--- config.mk ---
export PLATFORM = sky130hd
export DESIGN_NAME = omsc_top
export DESIGN_NICKNAME = d
export VERILOG_FILES = /design/src/logic/omsc_acc_seq.v /design/src/logic/omsc_top.v
export VERILOG_INCLUDE_DIRS = /design/src /design/src/logic
export SDC_FILE = /design/constraint.sdc
export NUM_CORES = 1
export LEC_CHECK = 0
export BUFFER_PORTS_ARGS = -buffer_cell sky130_fd_sc_hd__buf_2
export CAP_MARGIN = 20
export CORE_MARGIN = 5
export CORE_UTILIZATION = 46
export CTS_CLUSTER_DIAMETER = 80
export CTS_CLUSTER_SIZE = 20
export DETAILED_ROUTE_END_ITERATION = 6
export PLACE_DENSITY = 0.7
export SLEW_MARGIN = 20
export SYNTH_ARGS = -nofsm -noshare
export SYNTH_HDL_FRONTEND = slang
export SYNTH_HIERARCHICAL = 1
export SYNTH_SLANG_ARGS = --single-unit
export TNS_END_PERCENT = 10
--- constraint.sdc ---
create_clock -name sys_clk -period 4.57 [get_ports sys_clk]
set_clock_uncertainty 0.15 [all_clocks]
set_input_delay 1.371 -clock sys_clk [delete_from_list [all_inputs] [get_ports sys_clk]]
set_output_delay 1.371 -clock sys_clk [all_outputs]
set_load 0.02 [all_outputs]
--- src/logic/omsc_defs.vh ---
`ifndef OMSC_DEFS_VH
`define OMSC_DEFS_VH

// Register addresses, 20-bit, as seen on the register port
`define OMSC_ADDR_W            20
`define OMSC_MODE_IND_ADDR     20'hEE011
`define OMSC_SYS_CTL_ADDR      20'hEE012

// Mode indicator fixed bits
`define OMSC_MODE_IND_FIXED    5'h18

// System control layout and reset value
`define OMSC_SYS_CTL_RESET     8'h09
`define OMSC_SC_STANDBY_SEL    7
`define OMSC_SC_WAIT_HI        6
`define OMSC_SC_WAIT_LO        4
`define OMSC_SC_USER_EN        3
`define OMSC_SC_NMI_EDGE       2
`define OMSC_SC_STBY_OE        1
`define OMSC_SC_RAM_EN         0

// Address space codes
`define OMSC_SPACE_64K         2'h0
`define OMSC_SPACE_1M          2'h1
`define OMSC_SPACE_16M         2'h2

// Access kinds
`define OMSC_ACC_MEM           2'h0
`define OMSC_ACC_PERIPH        2'h1
`define OMSC_ACC_EXT           2'h2

// Access lengths in states
`define OMSC_STATES_SHORT      2'h2
`define OMSC_STATES_LONG       2'h3

// Oscillator settling waits in states, one per wait code
`define OMSC_WAIT_W            19
`define OMSC_WAIT_C0           19'h02000
`define OMSC_WAIT_C1           19'h04000
`define OMSC_WAIT_C2           19'h08000
`define OMSC_WAIT_C3           19'h10000
`define OMSC_WAIT_C4           19'h20000
`define OMSC_WAIT_C5           19'h40000
`define OMSC_WAIT_C6           19'h00400

`endif

--- src/logic/omsc_acc_seq.v ---
`timescale 1ns/1ps
`default_nettype none
`include "omsc_defs.vh"

module omsc_acc_seq (
  input  wire       sys_clk,   // System clock
  input  wire       srst,      // Sync reset, high
  input  wire       start,     // Begin an access cycle
  input  wire       long_cyc,  // 1: three states, 0: two states
  output reg        busy_reg,  // Cycle in progress
  output reg        done_reg   // Last state of the cycle
);

  reg  [1:0] count_reg;
  reg  [1:0] last_reg;
  wire [1:0] last_next;

  assign last_next = long_cyc ? `OMSC_STATES_LONG : `OMSC_STATES_SHORT;

  always @(posedge sys_clk) begin
    if (srst) begin
      count_reg <= 2'h0;
      last_reg  <= 2'h0;
      busy_reg  <= 1'b0;
      done_reg  <= 1'b0;
    end else if (!busy_reg) begin
      done_reg <= 1'b0;
      if (start) begin
        busy_reg  <= 1'b1;
        count_reg <= 2'h1;
        last_reg  <= last_next;
        done_reg  <= (last_next == 2'h1);
      end
    end else begin
      // One state per rising edge
      count_reg <= count_reg + 2'h1;
      if (count_reg + 2'h1 == last_reg) begin
        done_reg <= 1'b1;
      end else if (count_reg == last_reg) begin
        busy_reg <= 1'b0;
        done_reg <= 1'b0;
      end
    end
  end

endmodule // omsc_acc_seq

`default_nettype wire

--- src/logic/omsc_top.v ---
// Function
// On-chip memory: two states, 16-bit, byte/word
// Peripheral register: three states, 8/16 bits
// Eight external areas, per-area width and states
// Mode pins 1-7 select modes; zero prohibited
// Modes set external, ROM and initial width
// External bus 8-bit only if all areas 8-bit
// Address space per mode: 1M, 16M, 64K
// Single-chip modes internal only; RAM-off goes external
// System keeps mode pins steady, valid, reset-changed
// Mode indicator read-only, top ones, middle zeros
// Low bits show mode pins, latched on read
// Flash boot inverts top mode bit
// Standby select picks sleep or software standby
// Standby select stays set after wake
// Wait code picks settling states; 111 illegal
// Software sets wait at least seven milliseconds
// State is clock period; cycles two or three
// User enable: mask flag or user bit
// Non-maskable edge select: falling or rising
// Standby output enable: float or hold outputs
// RAM enable resets to one, kept in standby
// Writes to mode indicator are ignored
`timescale 1ns/1ps
`default_nettype none
`include "omsc_defs.vh"

module omsc_top #(
  parameter [18:0] WAIT_S0 = `OMSC_WAIT_C0, // Settling states, code 000
  parameter [18:0] WAIT_S1 = `OMSC_WAIT_C1, // Code 001
  parameter [18:0] WAIT_S2 = `OMSC_WAIT_C2, // Code 010
  parameter [18:0] WAIT_S3 = `OMSC_WAIT_C3, // Code 011
  parameter [18:0] WAIT_S4 = `OMSC_WAIT_C4, // Code 100
  parameter [18:0] WAIT_S5 = `OMSC_WAIT_C5, // Code 101
  parameter [18:0] WAIT_S6 = `OMSC_WAIT_C6, // Code 110
  parameter        AREAS   = 8              // External areas
) (
  input  wire                    sys_clk,          // System clock, 200 MHz
  input  wire                    srst,             // Sync reset, high
  input  wire [19:0]             reg_addr,         // Register address
  input  wire [7:0]              reg_wdata,        // Write data
  input  wire                    reg_wr,           // Write strobe
  input  wire                    reg_rd,           // Read strobe
  output reg  [7:0]              reg_rdata_reg,    // Read data, cycle after strobe
  input  wire [2:0]              mode_pins,        // Mode pin levels
  input  wire                    flash_boot,       // Flash boot mode active
  input  wire [AREAS-1:0]        area_width_16,    // Per-area 16-bit select
  input  wire [AREAS-1:0]        area_long,        // Per-area three-state select
  input  wire                    sleep_exec,       // Sleep instruction executed
  input  wire                    wake_irq,         // Any interrupt, ends sleep
  input  wire                    ext_wake,         // External interrupt, ends standby
  input  wire                    nmi_pin,          // Non-maskable interrupt input
  input  wire                    acc_req,          // Access request
  input  wire [1:0]              acc_kind,         // Memory, peripheral, external
  input  wire [2:0]              acc_area,         // External area number
  input  wire                    acc_reg16,        // Peripheral register is 16-bit
  input  wire                    acc_word,         // Word transfer requested
  output reg  [2:0]              mode_num_reg,     // Current mode, 0 when invalid
  output reg                     mode_valid_reg,   // Mode pins select 1 to 7
  output reg  [1:0]              addr_space_reg,   // Address space code
  output reg                     ext_enable_reg,   // External access allowed
  output reg                     rom_enable_reg,   // On-chip ROM enabled
  output reg                     ram_enable_reg,   // On-chip RAM enabled
  output reg                     ram_to_ext_reg,   // RAM range is external
  output reg                     init_bus16_reg,   // Initial external width 16
  output reg                     ext_bus16_reg,    // External bus runs 16-bit
  output reg                     sleep_active_reg, // In sleep mode
  output reg                     standby_reg,      // In software standby
  output reg                     settling_reg,     // Oscillator settling wait
  output reg                     user_mask_reg,    // User flag acts as mask
  output reg                     nmi_req_reg,      // Non-maskable request pulse
  output reg                     addr_oe_reg,      // Address bus output enable
  output reg                     ctl_oe_reg,       // Bus control output enable
  output reg                     ctl_high_reg,     // Bus control forced high
  output reg                     addr_hold_reg,    // Address retained
  output reg                     acc_busy_reg,     // Access cycle running
  output wire                    acc_done,         // Last state of access
  output reg                     acc_wide_reg,     // Access uses 16-bit path
  output reg                     acc_split_reg     // Word over 8-bit path
);

  localparam [3:0] ST_RUN    = 4'h1;
  localparam [3:0] ST_SLEEP  = 4'h2;
  localparam [3:0] ST_STBY   = 4'h4;
  localparam [3:0] ST_SETTLE = 4'h8;

  reg  [7:0]  sys_ctl_reg;
  reg  [7:0]  sys_ctl_next;
  reg  [3:0]  pwr_reg;
  reg  [3:0]  pwr_next;
  reg  [18:0] wait_cnt_reg;
  reg  [18:0] wait_cnt_next;
  reg  [18:0] wait_load;
  reg         nmi_prev_reg;
  reg  [2:0]  mode_next;
  reg  [1:0]  space_next;
  reg         ext_next;
  reg         rom_next;
  reg         init16_next;
  reg         acc_long;
  reg         acc_wide_next;
  reg  [7:0]  rdata_next;
  wire [2:0]  mode_bits;
  wire        expanded;
  wire        sel_mode;
  wire        sel_sys;
  wire        seq_busy;
  wire        area16;
  wire        arealong;
  wire        acc_start;

  assign sel_mode = (reg_addr == `OMSC_MODE_IND_ADDR);
  assign sel_sys  = (reg_addr == `OMSC_SYS_CTL_ADDR);

  // Live pin levels, top bit flipped in flash boot
  assign mode_bits = {mode_pins[2] ^ flash_boot, mode_pins[1:0]};

  assign expanded  = (mode_pins != 3'h0) && (mode_pins <= 3'h5);
  assign area16    = area_width_16[acc_area];
  assign arealong  = area_long[acc_area];
  assign acc_start = acc_req && !seq_busy;

  // Mode decode
  always @* begin
    mode_next   = mode_pins;
    space_next  = `OMSC_SPACE_1M;
    ext_next    = 1'b0;
    rom_next    = 1'b0;
    init16_next = 1'b0;
    case (mode_pins)
      3'h1: begin
        ext_next = 1'b1;
      end
      3'h2: begin
        ext_next    = 1'b1;
        init16_next = 1'b1;
      end
      3'h3: begin
        ext_next   = 1'b1;
        space_next = `OMSC_SPACE_16M;
      end
      3'h4: begin
        ext_next    = 1'b1;
        init16_next = 1'b1;
        space_next  = `OMSC_SPACE_16M;
      end
      3'h5: begin
        ext_next   = 1'b1;
        rom_next   = 1'b1;
        space_next = `OMSC_SPACE_16M;
      end
      3'h6: begin
        rom_next   = 1'b1;
        space_next = `OMSC_SPACE_64K;
      end
      3'h7: begin
        rom_next = 1'b1;
      end
      default: begin
        // Prohibited setting: nothing enabled
        mode_next = 3'h0;
      end
    endcase
  end

  // Settling wait per code
  always @* begin
    case (sys_ctl_reg[`OMSC_SC_WAIT_HI:`OMSC_SC_WAIT_LO])
      3'h0:    wait_load = WAIT_S0;
      3'h1:    wait_load = WAIT_S1;
      3'h2:    wait_load = WAIT_S2;
      3'h3:    wait_load = WAIT_S3;
      3'h4:    wait_load = WAIT_S4;
      3'h5:    wait_load = WAIT_S5;
      3'h6:    wait_load = WAIT_S6;
      default: wait_load = WAIT_S5; // Illegal code, longest wait
    endcase
  end

  // System control writes; the mode indicator has no write path
  always @* begin
    sys_ctl_next = sys_ctl_reg;
    if (reg_wr && sel_sys) begin
      sys_ctl_next = reg_wdata;
    end
    // Standby select is never cleared by hardware on wake
  end

  // Power state machine
  always @* begin
    pwr_next      = pwr_reg;
    wait_cnt_next = wait_cnt_reg;
    case (pwr_reg)
      ST_RUN: begin
        if (sleep_exec) begin
          if (sys_ctl_reg[`OMSC_SC_STANDBY_SEL]) begin
            pwr_next = ST_STBY;
          end else begin
            pwr_next = ST_SLEEP;
          end
        end
      end
      ST_SLEEP: begin
        if (wake_irq) begin
          pwr_next = ST_RUN;
        end
      end
      ST_STBY: begin
        if (ext_wake) begin
          pwr_next      = ST_SETTLE;
          wait_cnt_next = wait_load;
        end
      end
      ST_SETTLE: begin
        wait_cnt_next = wait_cnt_reg - 19'h00001;
        if (wait_cnt_reg <= 19'h00001) begin
          pwr_next      = ST_RUN;
          wait_cnt_next = 19'h00000;
        end
      end
      default: begin
        pwr_next = ST_RUN;
      end
    endcase
  end

  // Read data mux, pins sampled at the read
  always @* begin
    rdata_next = 8'h00;
    if (reg_rd) begin
      if (sel_mode) begin
        rdata_next = {`OMSC_MODE_IND_FIXED, mode_bits};
      end else if (sel_sys) begin
        rdata_next = sys_ctl_reg;
      end
    end
  end

  // Access path selection
  always @* begin
    case (acc_kind)
      `OMSC_ACC_MEM: begin
        acc_long      = 1'b0;
        acc_wide_next = 1'b1;
      end
      `OMSC_ACC_PERIPH: begin
        acc_long      = 1'b1;
        acc_wide_next = acc_reg16;
      end
      default: begin
        acc_long      = arealong;
        acc_wide_next = area16;
      end
    endcase
  end

  omsc_acc_seq omsc_acc_seq_inst (
    .sys_clk  (sys_clk),
    .srst     (srst),
    .start    (acc_start),
    .long_cyc (acc_long),
    .busy_reg (seq_busy),
    .done_reg (acc_done)
  );

  always @(posedge sys_clk) begin
    if (srst) begin
      sys_ctl_reg      <= `OMSC_SYS_CTL_RESET;
      pwr_reg          <= ST_RUN;
      wait_cnt_reg     <= 19'h00000;
      nmi_prev_reg     <= 1'b0;
      reg_rdata_reg    <= 8'h00;
      mode_num_reg     <= 3'h0;
      mode_valid_reg   <= 1'b0;
      addr_space_reg   <= `OMSC_SPACE_1M;
      ext_enable_reg   <= 1'b0;
      rom_enable_reg   <= 1'b0;
      ram_enable_reg   <= 1'b1;
      ram_to_ext_reg   <= 1'b0;
      init_bus16_reg   <= 1'b0;
      ext_bus16_reg    <= 1'b0;
      sleep_active_reg <= 1'b0;
      standby_reg      <= 1'b0;
      settling_reg     <= 1'b0;
      user_mask_reg    <= 1'b0;
      nmi_req_reg      <= 1'b0;
      addr_oe_reg      <= 1'b0;
      ctl_oe_reg       <= 1'b0;
      ctl_high_reg     <= 1'b0;
      addr_hold_reg    <= 1'b0;
      acc_busy_reg     <= 1'b0;
      acc_wide_reg     <= 1'b0;
      acc_split_reg    <= 1'b0;
    end else begin
      sys_ctl_reg    <= sys_ctl_next;
      pwr_reg        <= pwr_next;
      wait_cnt_reg   <= wait_cnt_next;
      nmi_prev_reg   <= nmi_pin;
      reg_rdata_reg  <= rdata_next;
      mode_num_reg   <= mode_next;
      mode_valid_reg <= (mode_pins != 3'h0);
      addr_space_reg <= space_next;
      ext_enable_reg <= ext_next;
      rom_enable_reg <= rom_next;
      ram_enable_reg <= sys_ctl_reg[`OMSC_SC_RAM_EN];
      ram_to_ext_reg <= expanded && !sys_ctl_reg[`OMSC_SC_RAM_EN];
      init_bus16_reg <= init16_next;
      ext_bus16_reg  <= expanded && (|area_width_16);
      sleep_active_reg <= (pwr_next == ST_SLEEP);
      standby_reg      <= (pwr_next == ST_STBY);
      settling_reg     <= (pwr_next == ST_SETTLE);
      user_mask_reg    <= !sys_ctl_reg[`OMSC_SC_USER_EN];
      if (sys_ctl_reg[`OMSC_SC_NMI_EDGE]) begin
        nmi_req_reg <= nmi_pin && !nmi_prev_reg;
      end else begin
        nmi_req_reg <= !nmi_pin && nmi_prev_reg;
      end
      if (pwr_next == ST_STBY) begin
        addr_oe_reg   <= ext_next && sys_ctl_reg[`OMSC_SC_STBY_OE];
        ctl_oe_reg    <= ext_next && sys_ctl_reg[`OMSC_SC_STBY_OE];
        ctl_high_reg  <= sys_ctl_reg[`OMSC_SC_STBY_OE];
        addr_hold_reg <= sys_ctl_reg[`OMSC_SC_STBY_OE];
      end else begin
        addr_oe_reg   <= ext_next;
        ctl_oe_reg    <= ext_next;
        ctl_high_reg  <= 1'b0;
        addr_hold_reg <= 1'b0;
      end
      if (acc_start) begin
        acc_busy_reg  <= 1'b1;
        acc_wide_reg  <= acc_wide_next;
        acc_split_reg <= acc_word && !acc_wide_next;
      end else if (acc_done) begin
        acc_busy_reg <= 1'b0;
      end
    end
  end

endmodule // omsc_top

`default_nettype wire

## Word level (Yosys, flattened, before mapping)

Index checks and enable logic that the tools add are counted.
Widths: inputs -> output; s select.

| storage, ports and cells | value |
|---|---|
| output and inout port bits | 33 |
| input bits | 64 |
| word-level logic and storage cells | 137 |
| bits in registers | 68 |

| operators by class | value |
|---|---|
| $add $sub $neg | 2 |
| bitwise gates (word level) | 6 |
| mux-type cells | 37 |
| eq/ne operators | 27 |
| magnitude comparators | 3 |
| reductions and logical operators | 33 |

Operator list:

| cell | number |
|---|---|
| $pmux 19 s6 | 1 |
| $eq 20x20->1 const B | 2 |
| $mux 19 | 2 |
| $pmux 19 s2 | 1 |
| $le 19x1->1 const B | 1 |
| $sub 19x1->19 const B | 1 |
| $eq 3x3->1 const B | 6 |
| $mux 1 | 18 |
| $mux 4 | 4 |
| $mux 8 | 2 |
| $pmux 4 s4 | 1 |
| $eq 3x2->1 const B | 4 |
| $logic_and 1x1->1 | 9 |
| $eq 4x2->1 const B | 2 |
| $eq 4x3->1 const B | 2 |
| $eq 4x4->1 const B | 2 |
| $reduce_or 2->1 | 4 |
| $reduce_or 8->1 | 1 |
| $reduce_or 7->1 | 1 |
| $bmux 1 s3 | 2 |
| $eq 3x1->1 const B | 2 |
| $logic_not 1->1 | 6 |
| $reduce_bool 2->1 | 3 |
| $reduce_or 3->1 | 2 |
| 20 further kinds | 29 |

## Longest topological paths before layout

| logic depth | value |
|---|---|
| depth after elaboration | 7 |
| depth in mapped cells | 7 |
| depth with buffers taken out | 7 |

## By module

The synthesis kept the hierarchy.

Modules (own cells, without submodules):

| module | sequential area each (sq um) | area an instance (sq um) | instances | cells each |
|---|---|---|---|---|
| omsc_top | 1241.2 | 2821.5 | 1 | 318 |
| omsc_acc_seq | 120.1 | 260.2 | 1 | 27 |

## Worst setup path before layout

No wires, ideal clock.

| path | value |
|---|---|
| path kind | input port to flip-flop |
| start | in reg_addr[7] |
| end | reg sys_ctl_reg[0] |
| data required time | 4300 ps |
| setup time | 120 ps |
| stages on the path | 4 |
| arrival time | 2786 ps |
| path buffers | 0 |
| path slack | 1515 ps |
| cell sequence | or4b_4 nor4_4 mux2i_1 nand2_1 |

| between the ends | value |
|---|---|
| word-level cells in the longest chain between the ends | 2 |

Ends and longest elaborated chain:

| element | line | RTL |
|---|---|---|
| from (decl) | omsc_top.v:40 | `input wire [19:0] reg_addr,` |
| $eq 20x20->1 (no line) | n/a |  |
| $logic_and 1x1->1 | omsc_top.v:183 | `if (reg_wr && sel_sys) begin` |
| to (signal assigned) | omsc_top.v:268 | `` sys_ctl_reg <= `OMSC_SYS_CTL_RESET; `` |
| to (signal assigned) | omsc_top.v:295 | `sys_ctl_reg <= sys_ctl_next;` |
| to (decl) | omsc_top.v:87 | `reg [7:0] sys_ctl_reg;` |

Every way passes these cells.
A chain may end at the register's enable or synchronous reset.

## Worst setup path in the final report

| path | value |
|---|---|
| start | in reg_addr[7] |
| end | reg sys_ctl_reg[4] |

Same word-level chain as after synthesis.

==> results_dict.tcl <==
set metrics [dict create \
    status "complete, no violations" \
    antenna_found_initial 0 \
    ir_drop_mv 0.1680 \
    drtIter0Drc 140 \
    critPathSlowestCell "nor4_4" \
    postLayoutCellArea_um2 3820 \
    place_congestion 0.8453 \
    setup_violations 0 \
    setup_ws_ns 1.591 \
    p_seq_frac 0.503 \
    hold_class "reg -> reg" \
    dpl.cell_count 509 \
    grt_pass1_wl_mm 13.00 \
    fin_tns_setup_ns 0 \
    drive_gt1_frac 0.2879 \
    final_cell_count_no_fill 525 \
    clock_latency_ns 0.33 \
    reg2reg_from "pwr_reg[1]" \
    num_antenna_cells 0 \
    wl_per_cell_um 14.55 \
    grt_overflow 0 \
    n_fill_cell 611 \
    crit_path_start "reg_addr[7]" \
    start_util 0.4798 \
    final_max_slew_viol_count 0 \
    path_class "in -> reg" \
    cts_max_path_buffers 2 \
    synth.yosys.warnings 6 \
    synth_ff_type "dfxtp_1" \
    ys_ff_latch 68 \
    period_minus_slack_ns 2.979 \
    critical_path_arrival_ns 3.04 \
    hold_viol 0 \
    postRouteAntennaNets 0 \
    wirelength_mm 7.641 \
    die_area_um2 8436 \
    p_per_area_nw_per_um2 324.2 \
    cp-end-kind "register" \
    yosysTopAreaCell "dfxtp_1" \
    viasPerCell 5.430 \
    critPathRequiredTime_ns 4.63 \
    yosysTopAreaCellShare 0.4417 \
    crit_chain "buf_2, or4b_4, nor4_4, mux2i_1, nor2_1" \
    clkPwrFrac 0.395 \
    grt_max_degree 39 \
    pwr-share-comb 0.102 \
    vias 2851 \
    crit_fanout 8 \
    hp-start "sys_ctl_reg[3]" \
    synth_seq_area_share 0.4417 \
    max_cap_viol_count 0 \
    p_int_mw 0.9225 \
    avgSynthCellArea_um2 8.932 \
    fin_util 0.5948 \
    dr.pass1.iters 5 \
    syn-num-nets 411 \
    final_common_cell "buf_2" \
    cts-htree-levels 3 \
    grt_pass1_vias 2702 \
    power.total_mw 1.238 \
    layout.nets 509 \
    route.detailed.drc 0 \
    largest_reg_flops 19 \
    place_area_um2 3621 \
    maxSlewHeadroom 0.3500 \
    yosysUniqueCellTypes 63 \
    cts_buffers 9 \
    fin_hold_ws_ns 0.2914 \
    worst_slew_pin_slew_ns 0.9751 \
    syn-instance-count 345 \
    synth_edf_count 0 \
    die_w_um 91.85 \
    cpPeakStageDelay_ns 0.67 \
    hpwl_mm 5.826 \
    core_um2 6422 \
    cts_setup_buffers 0 \
    grt_use_total 0.1889 \
    ys_top_cells_by_area "dfxtp_1, nor2_1, nand2_1, mux2i_1, a21oi_1" \
    max_freq_ghz 0.3357 \
    synth_area_um2 3082 \
    startpoint_type "input pin" \
    finalCritPeriodShare 0.6518 \
    rsz0062_at_grt "false" \
    num_rows 29 \
    cts_resized 0 \
    final_cell_mix "buf_2, dfxtp_1, nor2_1" \
    port_buffers 96 \
    clkTransAtPathRegs_ns 0.07 \
    io_pins 97 \
    switching_share 0.2551 \
    cts_tree "yes" \
    cts-root-buf "clkbuf_8" \
    area_delta_synth_final_pct 23.95 \
    dieHeight_um 91.85 \
    hold_buffers 0 \
    p_sw_mw 0.3160 \
    cts_sinks 68 \
    pre_cts_slack_ns 1.226 \
    p_leak_nw 1.688 \
    async_reset_ff_frac 0 \
]
-- layout make-up --
cell class | instances | area [µm²] | area share
clock buffers | 9 | 123.9 | 0.03243
multi-input cells | 253 | 1619 | 0.4238
inverters | 13 | 48.80 | 0.01277
clock inverters | 7 | 75.07 | 0.01965
flip-flops and latches | 68 | 1361 | 0.3564
repair buffers | 98 | 495.5 | 0.1297
well taps | 77 | 96.34 | 0.02522
-- synthesized netlist by cell type, types with 7 or more instances --
cell / instances
nand2b_1: 7
nor3_1: 12
mux2i_1: 11
nor2_1: 42
a31oi_1: 11
dfxtp_1: 68
and2_1: 7
nor4_1: 9
a21oi_1: 18
inv_1: 12
nand3_1: 8
nand2_1: 37
-- logic make-up after synthesis --
family          after synthesis  synth area share
xor+xnor                      5           0.01665
simple gates                159            0.2761
fa+ha+maj                     2          0.008119
buf+inv                      24           0.03288
mux                          15           0.06496
flops                        68            0.4417
compound gates               72            0.1596
-- power groups by stage --
stage               clock [mW]  sequential (mW)  combinational, mW
global route             0.536            0.626              0.141
finish                   0.489            0.623              0.126
floorplan                    0            0.645             0.0635
global placement             0            0.636              0.125
CTS                      0.503            0.623              0.127
detailed placement           0            0.637              0.127
-- critical path, delay by kind of cell --
kind	cells	cell delay (ns)
buf+inv	1	0.09
simple gates	3	1.29
mux	1	0.27
-- routing by layer --
layer | wire, µm | global-route usage
met1 | 3455 | 0.2427
met2 | 3629 | 0.3054
met3 | 467 | 0.05319
met4 | 87 | 0.06559
met5 | 0 | 0
-- worst paths after layout --
| path | end | slack, ns | cells after the start |
|---|---|---|---|
| setup / recovery | sys_ctl_reg[4] | 1.59 | 5 |
| hold / removal | user_mask_reg | 0.29 | 1 |
| setup reg to reg | wait_cnt_reg[17] | 2.29 | 5 |
| hold reg to reg | user_mask_reg | 0.29 | 1 |
(Power assumes the default switching activity.)
